**config.mk**
```make
export PLATFORM = sky130hd
export DESIGN_NAME = video_decoder_irq_mask_latch
export DESIGN_NICKNAME = d
export VERILOG_FILES = /design/src/irq_latch_pkg.sv /design/src/flag_bank_if.sv /design/src/sticky_flag_bank.sv /design/src/video_decoder_irq_mask_latch.sv
export VERILOG_INCLUDE_DIRS = /design/src /design/src/src
export SDC_FILE = /design/constraint.sdc
export NUM_CORES = 1
export LEC_CHECK = 0
export BUFFER_PORTS_ARGS = -buffer_cell sky130_fd_sc_hd__buf_2
export CORE_UTILIZATION = 60
export CTS_CLUSTER_DIAMETER = 120
export DETAILED_ROUTE_END_ITERATION = 10
export HOLD_SLACK_MARGIN = 0.05
export PLACE_DENSITY = 0.91
export SYNTH_ARGS = -nofsm -noshare
export SYNTH_HDL_FRONTEND = slang
export SYNTH_SLANG_ARGS = --single-unit
```
**constraint.sdc**
```tcl
create_clock -name i_clk -period 5.7 [get_ports i_clk]
set_input_delay 0.855 -clock i_clk [delete_from_list [all_inputs] [get_ports i_clk]]
set_output_delay 0.855 -clock i_clk [all_outputs]
set_load 0.005 [all_outputs]
```
**src/irq_latch_defs.svh**
```systemverilog
// constants for the slicer/lock interrupt mask and range violation latch block
`ifndef IRQ_LATCH_DEFS_SVH
`define IRQ_LATCH_DEFS_SVH

// register sub-addresses
`define ADDR_LOCK_CHANGE_IRQ_MASK 8'h4c
`define ADDR_SLICER_EVENT_IRQ_STATUS 8'h4e
`define ADDR_SLICER_EVENT_IRQ_CLEAR 8'h4f
`define ADDR_SLICER_EVENT_IRQ_MASK 8'h50
`define ADDR_RANGE_VIOLATION_LATCH 8'h51

// lock change mask bits
`define BIT_OUT_STD_CHANGE 0
`define BIT_VLOCK_CHANGE 1
`define BIT_HLOCK_CHANGE 2
`define BIT_AUTODETECT_CHANGE 3
`define BIT_SEQ_COLOUR_LOCK_CHANGE 4
`define BIT_SWING_BURST_LOCK_CHANGE 5

// slicer event bits
`define BIT_CAPTION_DETECT 0
`define BIT_COPYPROT_WIDE_CHANGE 2

// range violation latch bits
`define BIT_RED_DIFF_OVER_MAX 0
`define BIT_RED_DIFF_UNDER_MIN 1
`define BIT_BLUE_DIFF_OVER_MAX 2
`define BIT_BLUE_DIFF_UNDER_MIN 3
`define BIT_LUMA_OVER_MAX 4
`define BIT_LUMA_UNDER_MIN 5

// implemented bits; all others read zero
`define LOCK_MASK_USED 8'h3f
`define SLICER_USED 8'h05
`define RANGE_USED 8'h3f

// reset values
`define MASK_RESET 8'h00
`define FLAGS_RESET 8'h00
`define BYTE_ZERO 8'h00

// serial port: device address is arbitrary
`define DEV_ADDR 7'h21
`define BITS_PER_BYTE 4'h8
`define BIT_COUNT_ZERO 4'h0

// copy-protection / widescreen payload width
`define COPYPROT_WIDE_WIDTH 14

`endif

```
**src/irq_latch_pkg.sv**
```systemverilog
// types shared by the interrupt mask and violation latch block
package irq_latch_pkg;

  typedef logic [7:0] reg8_t;

  // serial port states, gray steps along the write path
  typedef enum logic [3:0] {
    ST_IDLE = 4'h0,
    ST_ADDR = 4'h1,
    ST_ACK_ADDR = 4'h3,
    ST_SUB = 4'h2,
    ST_ACK_SUB = 4'h6,
    ST_WDATA = 4'h7,
    ST_ACK_W = 4'h5,
    ST_RDATA = 4'h4,
    ST_RACK = 4'hc
  } serial_state_t;

endpackage

```
**src/flag_bank_if.sv**
```systemverilog
// set, clear and state lines of one bank of sticky event flags
`timescale 1ns/1ps
`default_nettype none

interface flag_bank_if;
  irq_latch_pkg::reg8_t set;
  irq_latch_pkg::reg8_t clr;
  irq_latch_pkg::reg8_t flags;

  modport owner (input set, input clr, output flags);
  modport user (output set, output clr, input flags);
endinterface

`default_nettype wire

```
**src/sticky_flag_bank.sv**
```systemverilog
// eight sticky event flags, set wins over clear
`timescale 1ns/1ps
`default_nettype none
`include "irq_latch_defs.svh"

module sticky_flag_bank #(
  parameter irq_latch_pkg::reg8_t USED_BITS = `FLAGS_RESET
) (
  input wire logic i_clk,
  input wire logic i_sys_rst,
  flag_bank_if.owner bank
);

  irq_latch_pkg::reg8_t flags_q;
  irq_latch_pkg::reg8_t flags_d;

  // an event in the clearing cycle survives
  always_comb begin
    flags_d = ((flags_q & ~bank.clr) | bank.set) & USED_BITS;
  end

  always_ff @(posedge i_clk) begin
    if (i_sys_rst) begin
      flags_q <= `FLAGS_RESET;
    end else begin
      flags_q <= flags_d;
    end
  end

  assign bank.flags = flags_q;

endmodule // sticky_flag_bank

`default_nettype wire

```
**src/video_decoder_irq_mask_latch.sv**
```systemverilog
// interrupt masks, slicer event flags and range violation latch behind the serial port
//
// Operation
// [RULE_01] mask bit 0 gates output standard change
// [RULE_02] mask bit 1 gates vertical lock change
// [RULE_03] mask bit 2 gates horizontal lock change
// [RULE_04] mask bit 3 gates autodetect change
// [RULE_05] mask bit 4 gates sequential colour lock
// [RULE_06] mask bit 5 gates swinging burst lock
// [RULE_07] status bit 0 shows caption detected
// [RULE_08] status bit 2 shows copy-protect/widescreen change
// [RULE_09] config selects change-only or any detection
// [RULE_10] writing one to clear bit clears flag
// [RULE_11] slicer mask bits 0 and 2 gate flags
// [RULE_12] slicer flags come from VBI slicer only
// [RULE_13] latch bit 0: red-difference over max
// [RULE_14] latch bit 1: red-difference under min
// [RULE_15] latch bit 2: blue-difference over max
// [RULE_16] latch bit 3: blue-difference under min
// [RULE_17] latch bit 4: luma over max
// [RULE_18] latch bit 5: luma under min
// [RULE_19] latch holds until whole-latch clear control
// [RULE_20] output standard flips 60/50 Hz raise flag
// [RULE_21] irq while any unmasked flag set
`timescale 1ns/1ps
`default_nettype none
`include "irq_latch_defs.svh"

module video_decoder_irq_mask_latch (
  input wire logic i_clk,
  input wire logic i_sys_rst,
  input wire logic i_scl,
  input wire logic i_sda,
  output logic o_sda,
  output logic o_sda_oe_n,
  input wire logic [5:0] i_lock_change_flags,
  input wire logic i_out_std_50hz,
  output logic o_out_std_change_pulse,
  input wire logic i_vbi_caption_valid,
  input wire logic i_vbi_copyprot_wide_valid,
  input wire logic [`COPYPROT_WIDE_WIDTH-1:0] i_vbi_copyprot_wide_data,
  input wire logic i_copyprot_wide_any_detect,
  input wire logic i_pix_valid,
  input wire logic [7:0] i_luma,
  input wire logic [7:0] i_blue_diff,
  input wire logic [7:0] i_red_diff,
  input wire logic [7:0] i_luma_max,
  input wire logic [7:0] i_luma_min,
  input wire logic [7:0] i_blue_diff_max,
  input wire logic [7:0] i_blue_diff_min,
  input wire logic [7:0] i_red_diff_max,
  input wire logic [7:0] i_red_diff_min,
  input wire logic i_range_violation_clear,
  output logic o_range_violation_any,
  output logic o_irq
);

  // returns {under_min, over_max}
  function automatic logic [1:0] range_check(input logic [7:0] value, input logic [7:0] lo,
                                             input logic [7:0] hi);
    range_check = {value < lo, value > hi};
  endfunction

  //////////////////////////////////////////////////////////////////////////////
  // pin synchronisers

  logic scl_meta_q;
  logic scl_sync_q;
  logic scl_prev_q;
  logic sda_meta_q;
  logic sda_sync_q;
  logic sda_prev_q;

  always_ff @(posedge i_clk) begin
    if (i_sys_rst) begin
      scl_meta_q <= 1'b1;
      scl_sync_q <= 1'b1;
      scl_prev_q <= 1'b1;
      sda_meta_q <= 1'b1;
      sda_sync_q <= 1'b1;
      sda_prev_q <= 1'b1;
    end else begin
      scl_meta_q <= i_scl;
      scl_sync_q <= scl_meta_q;
      scl_prev_q <= scl_sync_q;
      sda_meta_q <= i_sda;
      sda_sync_q <= sda_meta_q;
      sda_prev_q <= sda_sync_q;
    end
  end

  logic scl_rise;
  logic scl_fall;
  logic bus_start;
  logic bus_stop;

  assign scl_rise = scl_sync_q & ~scl_prev_q;
  assign scl_fall = ~scl_sync_q & scl_prev_q;
  assign bus_start = scl_sync_q & scl_prev_q & sda_prev_q & ~sda_sync_q;
  assign bus_stop = scl_sync_q & scl_prev_q & ~sda_prev_q & sda_sync_q;

  //////////////////////////////////////////////////////////////////////////////
  // serial port engine

  irq_latch_pkg::serial_state_t state_q;
  irq_latch_pkg::reg8_t shift_q;
  irq_latch_pkg::reg8_t sub_q;
  irq_latch_pkg::reg8_t rd_data;
  logic [3:0] bit_cnt_q;
  logic drive_low_q;
  logic wr_en_q;
  irq_latch_pkg::reg8_t wr_data_q;
  irq_latch_pkg::reg8_t wr_addr_q;
  logic byte_done;

  assign byte_done = (bit_cnt_q == `BITS_PER_BYTE);

  always_ff @(posedge i_clk) begin
    if (i_sys_rst) begin
      bit_cnt_q <= `BIT_COUNT_ZERO;
      shift_q <= `BYTE_ZERO;
    end else if (bus_start) begin
      bit_cnt_q <= `BIT_COUNT_ZERO;
    end else if (scl_rise) begin
      bit_cnt_q <= bit_cnt_q + 4'h1;
      // acknowledge slots keep the received byte, so the read/write bit survives
      if (state_q == irq_latch_pkg::ST_ADDR || state_q == irq_latch_pkg::ST_SUB ||
          state_q == irq_latch_pkg::ST_WDATA) begin
        shift_q <= {shift_q[6:0], sda_sync_q};
      end
    end else if (scl_fall) begin
      if (byte_done || state_q == irq_latch_pkg::ST_ACK_W || state_q == irq_latch_pkg::ST_ACK_SUB ||
          state_q == irq_latch_pkg::ST_ACK_ADDR || state_q == irq_latch_pkg::ST_RACK) begin
        bit_cnt_q <= `BIT_COUNT_ZERO;
      end
      if (state_q == irq_latch_pkg::ST_RACK ||
          (state_q == irq_latch_pkg::ST_ACK_ADDR && shift_q[0])) begin
        shift_q <= rd_data;
      end
    end
  end

  logic read_nack_q;

  always_ff @(posedge i_clk) begin
    if (i_sys_rst) begin
      state_q <= irq_latch_pkg::ST_IDLE;
      drive_low_q <= 1'b0;
      sub_q <= `BYTE_ZERO;
      read_nack_q <= 1'b0;
    end else if (bus_start) begin
      state_q <= irq_latch_pkg::ST_ADDR;
      drive_low_q <= 1'b0;
    end else if (bus_stop) begin
      state_q <= irq_latch_pkg::ST_IDLE;
      drive_low_q <= 1'b0;
    end else if (scl_rise && state_q == irq_latch_pkg::ST_RACK) begin
      read_nack_q <= sda_sync_q;
    end else if (scl_fall) begin
      case (state_q)
        irq_latch_pkg::ST_ADDR: begin
          if (byte_done) begin
            if (shift_q[7:1] == `DEV_ADDR) begin
              state_q <= irq_latch_pkg::ST_ACK_ADDR;
              drive_low_q <= 1'b1;
            end else begin
              state_q <= irq_latch_pkg::ST_IDLE;
            end
          end
        end
        irq_latch_pkg::ST_ACK_ADDR: begin
          if (shift_q[0]) begin
            state_q <= irq_latch_pkg::ST_RDATA;
            drive_low_q <= ~rd_data[7];
            sub_q <= sub_q + 8'h01;
          end else begin
            state_q <= irq_latch_pkg::ST_SUB;
            drive_low_q <= 1'b0;
          end
        end
        irq_latch_pkg::ST_SUB: begin
          if (byte_done) begin
            state_q <= irq_latch_pkg::ST_ACK_SUB;
            sub_q <= shift_q;
            drive_low_q <= 1'b1;
          end
        end
        irq_latch_pkg::ST_ACK_SUB: begin
          state_q <= irq_latch_pkg::ST_WDATA;
          drive_low_q <= 1'b0;
        end
        irq_latch_pkg::ST_WDATA: begin
          if (byte_done) begin
            state_q <= irq_latch_pkg::ST_ACK_W;
            drive_low_q <= 1'b1;
          end
        end
        irq_latch_pkg::ST_ACK_W: begin
          state_q <= irq_latch_pkg::ST_WDATA;
          sub_q <= sub_q + 8'h01;
          drive_low_q <= 1'b0;
        end
        irq_latch_pkg::ST_RDATA: begin
          if (byte_done) begin
            state_q <= irq_latch_pkg::ST_RACK;
            drive_low_q <= 1'b0;
          end else begin
            drive_low_q <= ~shift_q[3'(4'h7 - bit_cnt_q)];
          end
        end
        irq_latch_pkg::ST_RACK: begin
          if (read_nack_q) begin
            state_q <= irq_latch_pkg::ST_IDLE;
            drive_low_q <= 1'b0;
          end else begin
            state_q <= irq_latch_pkg::ST_RDATA;
            drive_low_q <= ~rd_data[7];
            sub_q <= sub_q + 8'h01;
          end
        end
        default: begin
          drive_low_q <= 1'b0;
        end
      endcase
    end
  end

  // one-cycle register write strobe at the end of each data byte
  always_ff @(posedge i_clk) begin
    if (i_sys_rst) begin
      wr_en_q <= 1'b0;
      wr_addr_q <= `BYTE_ZERO;
      wr_data_q <= `BYTE_ZERO;
    end else begin
      wr_en_q <= scl_fall && byte_done && state_q == irq_latch_pkg::ST_WDATA && !bus_start && !bus_stop;
      wr_addr_q <= sub_q;
      wr_data_q <= shift_q;
    end
  end

  // open drain: only ever pulls low
  assign o_sda = 1'b0;
  assign o_sda_oe_n = ~drive_low_q;

  //////////////////////////////////////////////////////////////////////////////
  // mask registers

  irq_latch_pkg::reg8_t lock_change_irq_mask_q;
  irq_latch_pkg::reg8_t slicer_event_irq_mask_q;
  logic slicer_clear_wr;

  assign slicer_clear_wr = wr_en_q && wr_addr_q == `ADDR_SLICER_EVENT_IRQ_CLEAR;

  always_ff @(posedge i_clk) begin
    if (i_sys_rst) begin
      lock_change_irq_mask_q <= `MASK_RESET;
    end else if (wr_en_q && wr_addr_q == `ADDR_LOCK_CHANGE_IRQ_MASK) begin
      lock_change_irq_mask_q <= wr_data_q & `LOCK_MASK_USED;
    end
  end

  always_ff @(posedge i_clk) begin
    if (i_sys_rst) begin
      slicer_event_irq_mask_q <= `MASK_RESET;
    end else if (wr_en_q && wr_addr_q == `ADDR_SLICER_EVENT_IRQ_MASK) begin
      // [RULE_11] slicer mask write
      slicer_event_irq_mask_q <= wr_data_q & `SLICER_USED;
    end
  end

  //////////////////////////////////////////////////////////////////////////////
  // output standard change detect

  logic std_50hz_prev_q;

  // tracking the pin through reset avoids a false pulse and a missed first flip
  always_ff @(posedge i_clk) begin
    if (i_sys_rst) begin
      std_50hz_prev_q <= i_out_std_50hz;
      o_out_std_change_pulse <= 1'b0;
    end else begin
      std_50hz_prev_q <= i_out_std_50hz;
      // [RULE_20] 60/50 Hz flip
      o_out_std_change_pulse <= (std_50hz_prev_q != i_out_std_50hz);
    end
  end

  //////////////////////////////////////////////////////////////////////////////
  // slicer events

  flag_bank_if slicer_bank ();
  logic [`COPYPROT_WIDE_WIDTH-1:0] copyprot_last_q;
  logic copyprot_seen_q;
  logic copyprot_event;

  // [RULE_09] change-only or any detection
  assign copyprot_event = i_vbi_copyprot_wide_valid && (i_copyprot_wide_any_detect || !copyprot_seen_q ||
                          i_vbi_copyprot_wide_data != copyprot_last_q);

  always_ff @(posedge i_clk) begin
    if (i_sys_rst) begin
      copyprot_last_q <= '0;
      copyprot_seen_q <= 1'b0;
    end else if (i_vbi_copyprot_wide_valid) begin
      copyprot_last_q <= i_vbi_copyprot_wide_data;
      copyprot_seen_q <= 1'b1;
    end
  end

  always_comb begin
    slicer_bank.set = `FLAGS_RESET;
    // [RULE_12] sourced from VBI slicer
    slicer_bank.set[`BIT_CAPTION_DETECT] = i_vbi_caption_valid;
    slicer_bank.set[`BIT_COPYPROT_WIDE_CHANGE] = copyprot_event;
    // [RULE_10] write one clears
    slicer_bank.clr = slicer_clear_wr ? wr_data_q & `SLICER_USED : `FLAGS_RESET;
  end

  // [RULE_07] [RULE_08] sticky slicer status
  sticky_flag_bank #(
    .USED_BITS(`SLICER_USED)
  ) u_slicer_flags (
    .i_clk(i_clk),
    .i_sys_rst(i_sys_rst),
    .bank(slicer_bank.owner)
  );

  //////////////////////////////////////////////////////////////////////////////
  // range violation latch

  flag_bank_if range_bank ();
  logic [1:0] luma_chk;
  logic [1:0] blue_chk;
  logic [1:0] red_chk;

  assign luma_chk = range_check(i_luma, i_luma_min, i_luma_max);
  assign blue_chk = range_check(i_blue_diff, i_blue_diff_min, i_blue_diff_max);
  assign red_chk = range_check(i_red_diff, i_red_diff_min, i_red_diff_max);

  always_comb begin
    range_bank.set = `FLAGS_RESET;
    // [RULE_13] red over max
    range_bank.set[`BIT_RED_DIFF_OVER_MAX] = i_pix_valid & red_chk[0];
    // [RULE_14] red under min
    range_bank.set[`BIT_RED_DIFF_UNDER_MIN] = i_pix_valid & red_chk[1];
    // [RULE_15] blue over max
    range_bank.set[`BIT_BLUE_DIFF_OVER_MAX] = i_pix_valid & blue_chk[0];
    // [RULE_16] blue under min
    range_bank.set[`BIT_BLUE_DIFF_UNDER_MIN] = i_pix_valid & blue_chk[1];
    // [RULE_17] luma over max
    range_bank.set[`BIT_LUMA_OVER_MAX] = i_pix_valid & luma_chk[0];
    // [RULE_18] luma under min
    range_bank.set[`BIT_LUMA_UNDER_MIN] = i_pix_valid & luma_chk[1];
    // [RULE_19] whole latch clear
    range_bank.clr = i_range_violation_clear ? `RANGE_USED : `FLAGS_RESET;
  end

  sticky_flag_bank #(
    .USED_BITS(`RANGE_USED)
  ) u_range_latch (
    .i_clk(i_clk),
    .i_sys_rst(i_sys_rst),
    .bank(range_bank.owner)
  );

  assign o_range_violation_any = |range_bank.flags;

  //////////////////////////////////////////////////////////////////////////////
  // read mux and interrupt

  always_comb begin
    case (sub_q)
      `ADDR_LOCK_CHANGE_IRQ_MASK: rd_data = lock_change_irq_mask_q;
      `ADDR_SLICER_EVENT_IRQ_STATUS: rd_data = slicer_bank.flags;
      `ADDR_SLICER_EVENT_IRQ_MASK: rd_data = slicer_event_irq_mask_q;
      `ADDR_RANGE_VIOLATION_LATCH: rd_data = range_bank.flags;
      default: rd_data = `BYTE_ZERO;
    endcase
  end

  always_ff @(posedge i_clk) begin
    if (i_sys_rst) begin
      o_irq <= 1'b0;
    end else begin
      // [RULE_01] [RULE_02] [RULE_03] [RULE_04] [RULE_05] [RULE_06] lock masks
      // [RULE_21] any unmasked flag
      o_irq <= |({2'b00, i_lock_change_flags} & lock_change_irq_mask_q) ||
               |(slicer_bank.flags & slicer_event_irq_mask_q);
    end
  end

endmodule // video_decoder_irq_mask_latch

`default_nettype wire

```
* Word level (Yosys, flattened, before mapping)
Index checks and enable logic that the tools add are counted.
Storage, ports and cells: register bits after elaboration 81, output and inout port bits 5, word-level logic and storage cells 178
Operators by class: add/subtract/negate cells 3, order comparisons 7, equal/unequal tests 33, mux-type cells 35, bitwise gates (word level) 31, reduce and logical (&&, ||, !) cells 44
Operators with widths (number):
- 8-bit by 7-bit == test with 1-bit output (second input constant) | 7
- 8-bit two-way mux | 7
- 8-bit case mux with 4 select lines | 1
- 4-bit two-way mux | 7
- 4-bit case mux with 7 select lines | 1
- 8-bit > comparator | 3
- 8-bit < comparator | 3
- 6-bit case mux with 4 select lines | 1
- 8-bit OR reduction | 3
- 4-bit by 3-bit == test with 1-bit output (second input constant) | 4
- 4-bit inequality test (second input constant) | 4
- 14-bit inequality test | 1
- 7-bit AND reduction | 2
- 1-bit bitwise AND | 13
- 6-bit bitwise AND | 2
- 2-bit inequality test (second input constant) | 6
- 1-bit two-way mux | 11
- 1-bit logical AND | 10
- 1-bit logical OR | 10
- 3-bit two-way mux | 3
- 1-bit NOT | 9
- 9-bit nonzero test | 1
- 8-bit by 1-bit adder with 8-bit output (second input constant) | 1
- 4-bit by 2-bit == test with 1-bit output (second input constant) | 2
- other kinds (31) | 41

* Longest topological paths before layout
depth after elaboration 8, mapped depth 8

* Cells and area by module
A second synthesis with hierarchy kept.
Second synthesis, totals: cells, all modules 637, area, all modules 5380.2 µm²
By module, submodules not included:
- video_decoder_irq_mask_latch | times used 1, cells each 595, area each 4987.3 µm²
- sticky_flag_bank at u_range_latch | times used 1, cells each 27, area each 274.0 µm²
- sticky_flag_bank at u_slicer_flags | times used 1, cells each 15, area each 118.9 µm²

* Worst setup path after synthesis
OpenSTA, ideal clock, no wires.
kind input to register, start input i_vbi_copyprot_wide_valid, end register copyprot_last_q[10], library setup time 0.128 ns, data arrival time 1.868 ns, data required time 5.572 ns, slack 3.705 ns, cell stages on the path 4, path buffers 2, cells stage by stage clkbuf_1 clkbuf_1 mux2i_1 nor2_1
RTL lines:
- from (decl) | line video_decoder_irq_mask_latch.sv:40 | input wire logic i_vbi_copyprot_wide_valid,
- to (signal assigned) | line video_decoder_irq_mask_latch.sv:305 | copyprot_last_q <= i_vbi_copyprot_wide_data;
- to (decl) | line video_decoder_irq_mask_latch.sv:292 | logic [`COPYPROT_WIDE_WIDTH-1:0] copyprot_last_q;

* Worst setup path after layout
start register state_q[1], end register shift_q[4]
On the way: word-level cells in the longest chain between the ends 5
RTL lines:
- from (decl) | line video_decoder_irq_mask_latch.sv:105 | irq_latch_pkg::serial_state_t state_q;
- from (signal assigned) | line video_decoder_irq_mask_latch.sv:147 | state_q <= irq_latch_pkg::ST_IDLE;
- from (signal assigned) | line video_decoder_irq_mask_latch.sv:152 | state_q <= irq_latch_pkg::ST_ADDR;
- from (signal assigned) | line video_decoder_irq_mask_latch.sv:155 | state_q <= irq_latch_pkg::ST_IDLE;
- 4-bit by 1-bit == test with 1-bit output (tied with other cells) | line video_decoder_irq_mask_latch.sv:127 | if (state_q == irq_latch_pkg::ST_ADDR || state_q == irq_latch_pkg::ST_SUB ||
- 1-bit logical OR / 1-bit logical AND (equally long branches) | line video_decoder_irq_mask_latch.sv:127, video_decoder_irq_mask_latch.sv:137
- 1-bit logical OR, on equally long branches | line video_decoder_irq_mask_latch.sv:127, video_decoder_irq_mask_latch.sv:136
- 2-bit by 1-bit inequality test with 1-bit output (no source line) / 2-bit nonzero test (equally long branches)
- 4-bit AND reduction (no source line) (*)
- to (signal assigned) | line video_decoder_irq_mask_latch.sv:121 | shift_q <= `BYTE_ZERO;
- to (signal assigned) | line video_decoder_irq_mask_latch.sv:129 | shift_q <= {shift_q[6:0], sda_sync_q};
- to (signal assigned) | line video_decoder_irq_mask_latch.sv:138 | shift_q <= rd_data;
- to (decl) | line video_decoder_irq_mask_latch.sv:106 | irq_latch_pkg::reg8_t shift_q;
Mark *: on every way between the ends. The rest lies on a longest branch, timed or not. A chain may end at the register's enable or synchronous reset.

==> out/results.ini <==
[status]
status=completed

[final_layout]
fill_cells=605
area_delta_synth_final_pct=14.6
nNetsFinal=860
finalNonFillerCells=814
regArea_sq_um=1620
drive_above_1_share=0.212
diodes=0
multi_input_area_sq_um=3230

[synthesis]
synth_compound_area_frac=0.202
ys_top_cells_by_area=dfxtp_1, ha_1, inv_1
synth_top_family_by_area=compound AO/OA/AOI/OAI gates
ys_warn_count=0
syn_nets=769
synth_most_common_cell=dfxtp_1
synth_seq_cells=81
ys_top_cells_by_count=dfxtp_1, inv_1, nor2_1
synthCells=613
synth_fa_ha_area_frac=0.129
synth_top_area_cell=dfxtp_1
synthFlopType=dfxtp_1
yosysTopAreaCellShare=0.310
ys_seq_area_frac=0.310
netlist_area_sq_um=5220
synth_edf_count=0
synth.distinct_cells=70
yosys.area_share.simple=0.200
synthXorXnorAreaFrac=0.0285
postSynthAreaPerCell_sq_um=8.52
synthArstFlopShare=0
synth.mux.area_fraction=0.0568

[worst_hold_path]
holdPathEnd=sda_sync_q
hold_class=reg -> reg
hold_depth=1
hp-start=sda_meta_q

[worst_setup_path]
startpoint=state_q[1]
critPathArrivalTime_ps=3480
crit_type=reg -> reg
slowest_stage=nor4b_4
critPathRequiredTime_ps=5990
crit_fanout=22
worstReg2RegStart=state_q[1]
reg2reg_slack_ps=2520
endpoint_kind=flop
critPathLaunchType=flop
cp_cell_sequence=nor4b_4 > a31oi_2 > a2111oi_4 > nor2_1 > a211oi_2
r2r_cells=5
regToRegEndpoint=shift_q[4]
critPathMaxStageDelay_ps=970

[place]
port_buffers=105
place_congestion=0.880
dp_hpwl_um=9780
dp_cells=798
dpl_worst_slack_ps=2580

[clock_network]
cts_buffers=9
cts-resized-gates=0
postCtsSetupBuffers=0
clockBufferDepth=2
cts_tree=built
worstSkewPairLatency_ps=370
htreeDepth=3
cts_root_buf=clkbuf_8
cts_sinks=81
ctsHoldBuffers=0
clk_pin_slew_worst_paths_ps=90

[timing]
setup_ws_ps=2520
report.final.setup_viol=0
fin_crit_sh=0.559
finalSetupTns_ps=0
rsz0062_at_grt=no
skew_ps=11.8
fmax_mhz=314
maxSlewViolCount=0
fin_hold_ws_ps=413
slew_headroom=0.286
min_period_ps=3180
worst_pin_slew_ps=1070
final_hold_viol_count=0

[grt]
grt_pass1_wl_um=21300
grt_pass1_vias=4935
grt_max_degree=64
grt_use_total=0.301
antenna_found_initial=0
grt-ovfl-total=0

[power_and_ir_drop]
p_total_mw=1.26
p_leak_nw=2.67
p_per_area_nw_per_um2=210
vdd_drop_max_mv=0.137

[die]
fp.dieArea_sq_um=9080
core_sq_um=8300
die-width_um=95.3
chipHeight_um=95.3
ioPinCount=107
start_util=0.629
rows=33

[routing]
wl_per_cell_um=15.8
drc=0
wl_um=12900
dr.pass1.iters=6
ant_nets=0
num_vias=4925
avgViaCountPerCell=6.05
drt_iter0_drc=294

[run]
maxCapViolCount=0

==> final cells by class <==
cell class | count | share of cell area
multi-input cells | 441 | 0.539
flip-flops and latches | 81 | 0.271
repair buffers | 106 | 0.0890
inverters | 65 | 0.0408
well taps | 105 | 0.0219
clock buffers | 9 | 0.0207
clock inverters | 7 | 0.0180
==> metal layers <==
| metal | vias up | global-route usage | share of wire |
|---|---|---|---|
| met1 | 2248 | 0.331 | 0.40 |
| met3 | 62 | 0.0654 | 0.073 |
| met4 | 0 | 0.159 | 0.038 |
| met2 | 247 | 0.538 | 0.49 |
| met5 | - | 0 | 0 |
| li1 | 2368 | - | - |
==> cell usage in the layout (no fill, tap or decap), types with 3 or more instances in the layout <==
| cell | instances |
|---|---|
| nor3b_1 | 4 |
| ha_1 | 54 |
| o21ai_0 | 20 |
| dfxtp_1 | 81 |
| nor2b_1 | 17 |
| a2bb2oi_1 | 4 |
| a221oi_1 | 7 |
| nand3b_1 | 3 |
| o21a_1 | 6 |
| a21oi_1 | 25 |
| clkbuf_8 | 9 |
| nor3_1 | 13 |
| a22oi_1 | 7 |
| nand2b_1 | 10 |
| and4_1 | 3 |
| o221a_2 | 3 |
| a211oi_2 | 4 |
| or2_2 | 6 |
| buf_2 | 105 |
| nand2_1 | 33 |
| a31oi_1 | 8 |
| nand4_1 | 8 |
| a211o_1 | 3 |
| a211oi_1 | 6 |
| nor2_1 | 63 |
| mux2i_1 | 24 |
| xor2_1 | 11 |
| a21o_1 | 9 |
| o31ai_1 | 12 |
| a32oi_1 | 6 |
| inv_1 | 65 |
| xnor2_1 | 6 |
| nor4_1 | 7 |
| nand3_1 | 15 |
==> metrics by stage <==
| step | instance area (sq um) | util |
|---|---|---|
| detailed placement | 5760 | 0.694 |
| global route | 5990 | 0.721 |
| floorplan | 5220 | - |
| global placement | 5760 | 0.694 |
| CTS | 5990 | 0.721 |
| finish | 5990 | 0.721 |
==> cells by family after synthesis <==
logic type / count (synthesis)
simple gates: 199
compound gates: 143
buf+inv: 91
flops: 81
fa+ha+maj: 54
mux: 27
xor+xnor: 17
other cells: 1
==> state kept, by name (all words and copies together) (netlist names), 2 cells and up <==
| signal | count |
|---|---|
| copyprot_last_q | 14 |
| shift_q | 8 |
| sub_q | 8 |
| wr_addr_q | 8 |
| lock_change_irq_mask_q | 6 |
| u_range_latch.bank.flags | 6 |
| wr_data_q | 6 |
| bit_cnt_q | 4 |
| state_q | 4 |
| slicer_event_irq_mask_q | 2 |
| u_slicer_flags.bank.flags | 2 |
==> worst max-delay path: cells and delay by family (launching register included) <==
family           cells  cell delay [ps]
AO/OA/AOI/OAI        3             1250
flip-flops           1              730
AND/OR/NAND/NOR      2             1130
==> report_power, final <==
group          internal [mW]  switching, mW
registers              0.580         0.0134
clock network          0.256          0.233
logic                 0.0850         0.0923
==> how the worst max path moves through the flow <==
stage	to	slack [ps]	cells past startpoint
finish	shift_q[4]	2520	5
global route	shift_q[4]	2240	5
CTS	shift_q[4]	2560	5
detailed placement	shift_q[4]	2580	5
global placement	shift_q[7]	2770	5
floorplan	copyprot_last_q[10]	3700	4
Power figures use the tool's default switching activity.
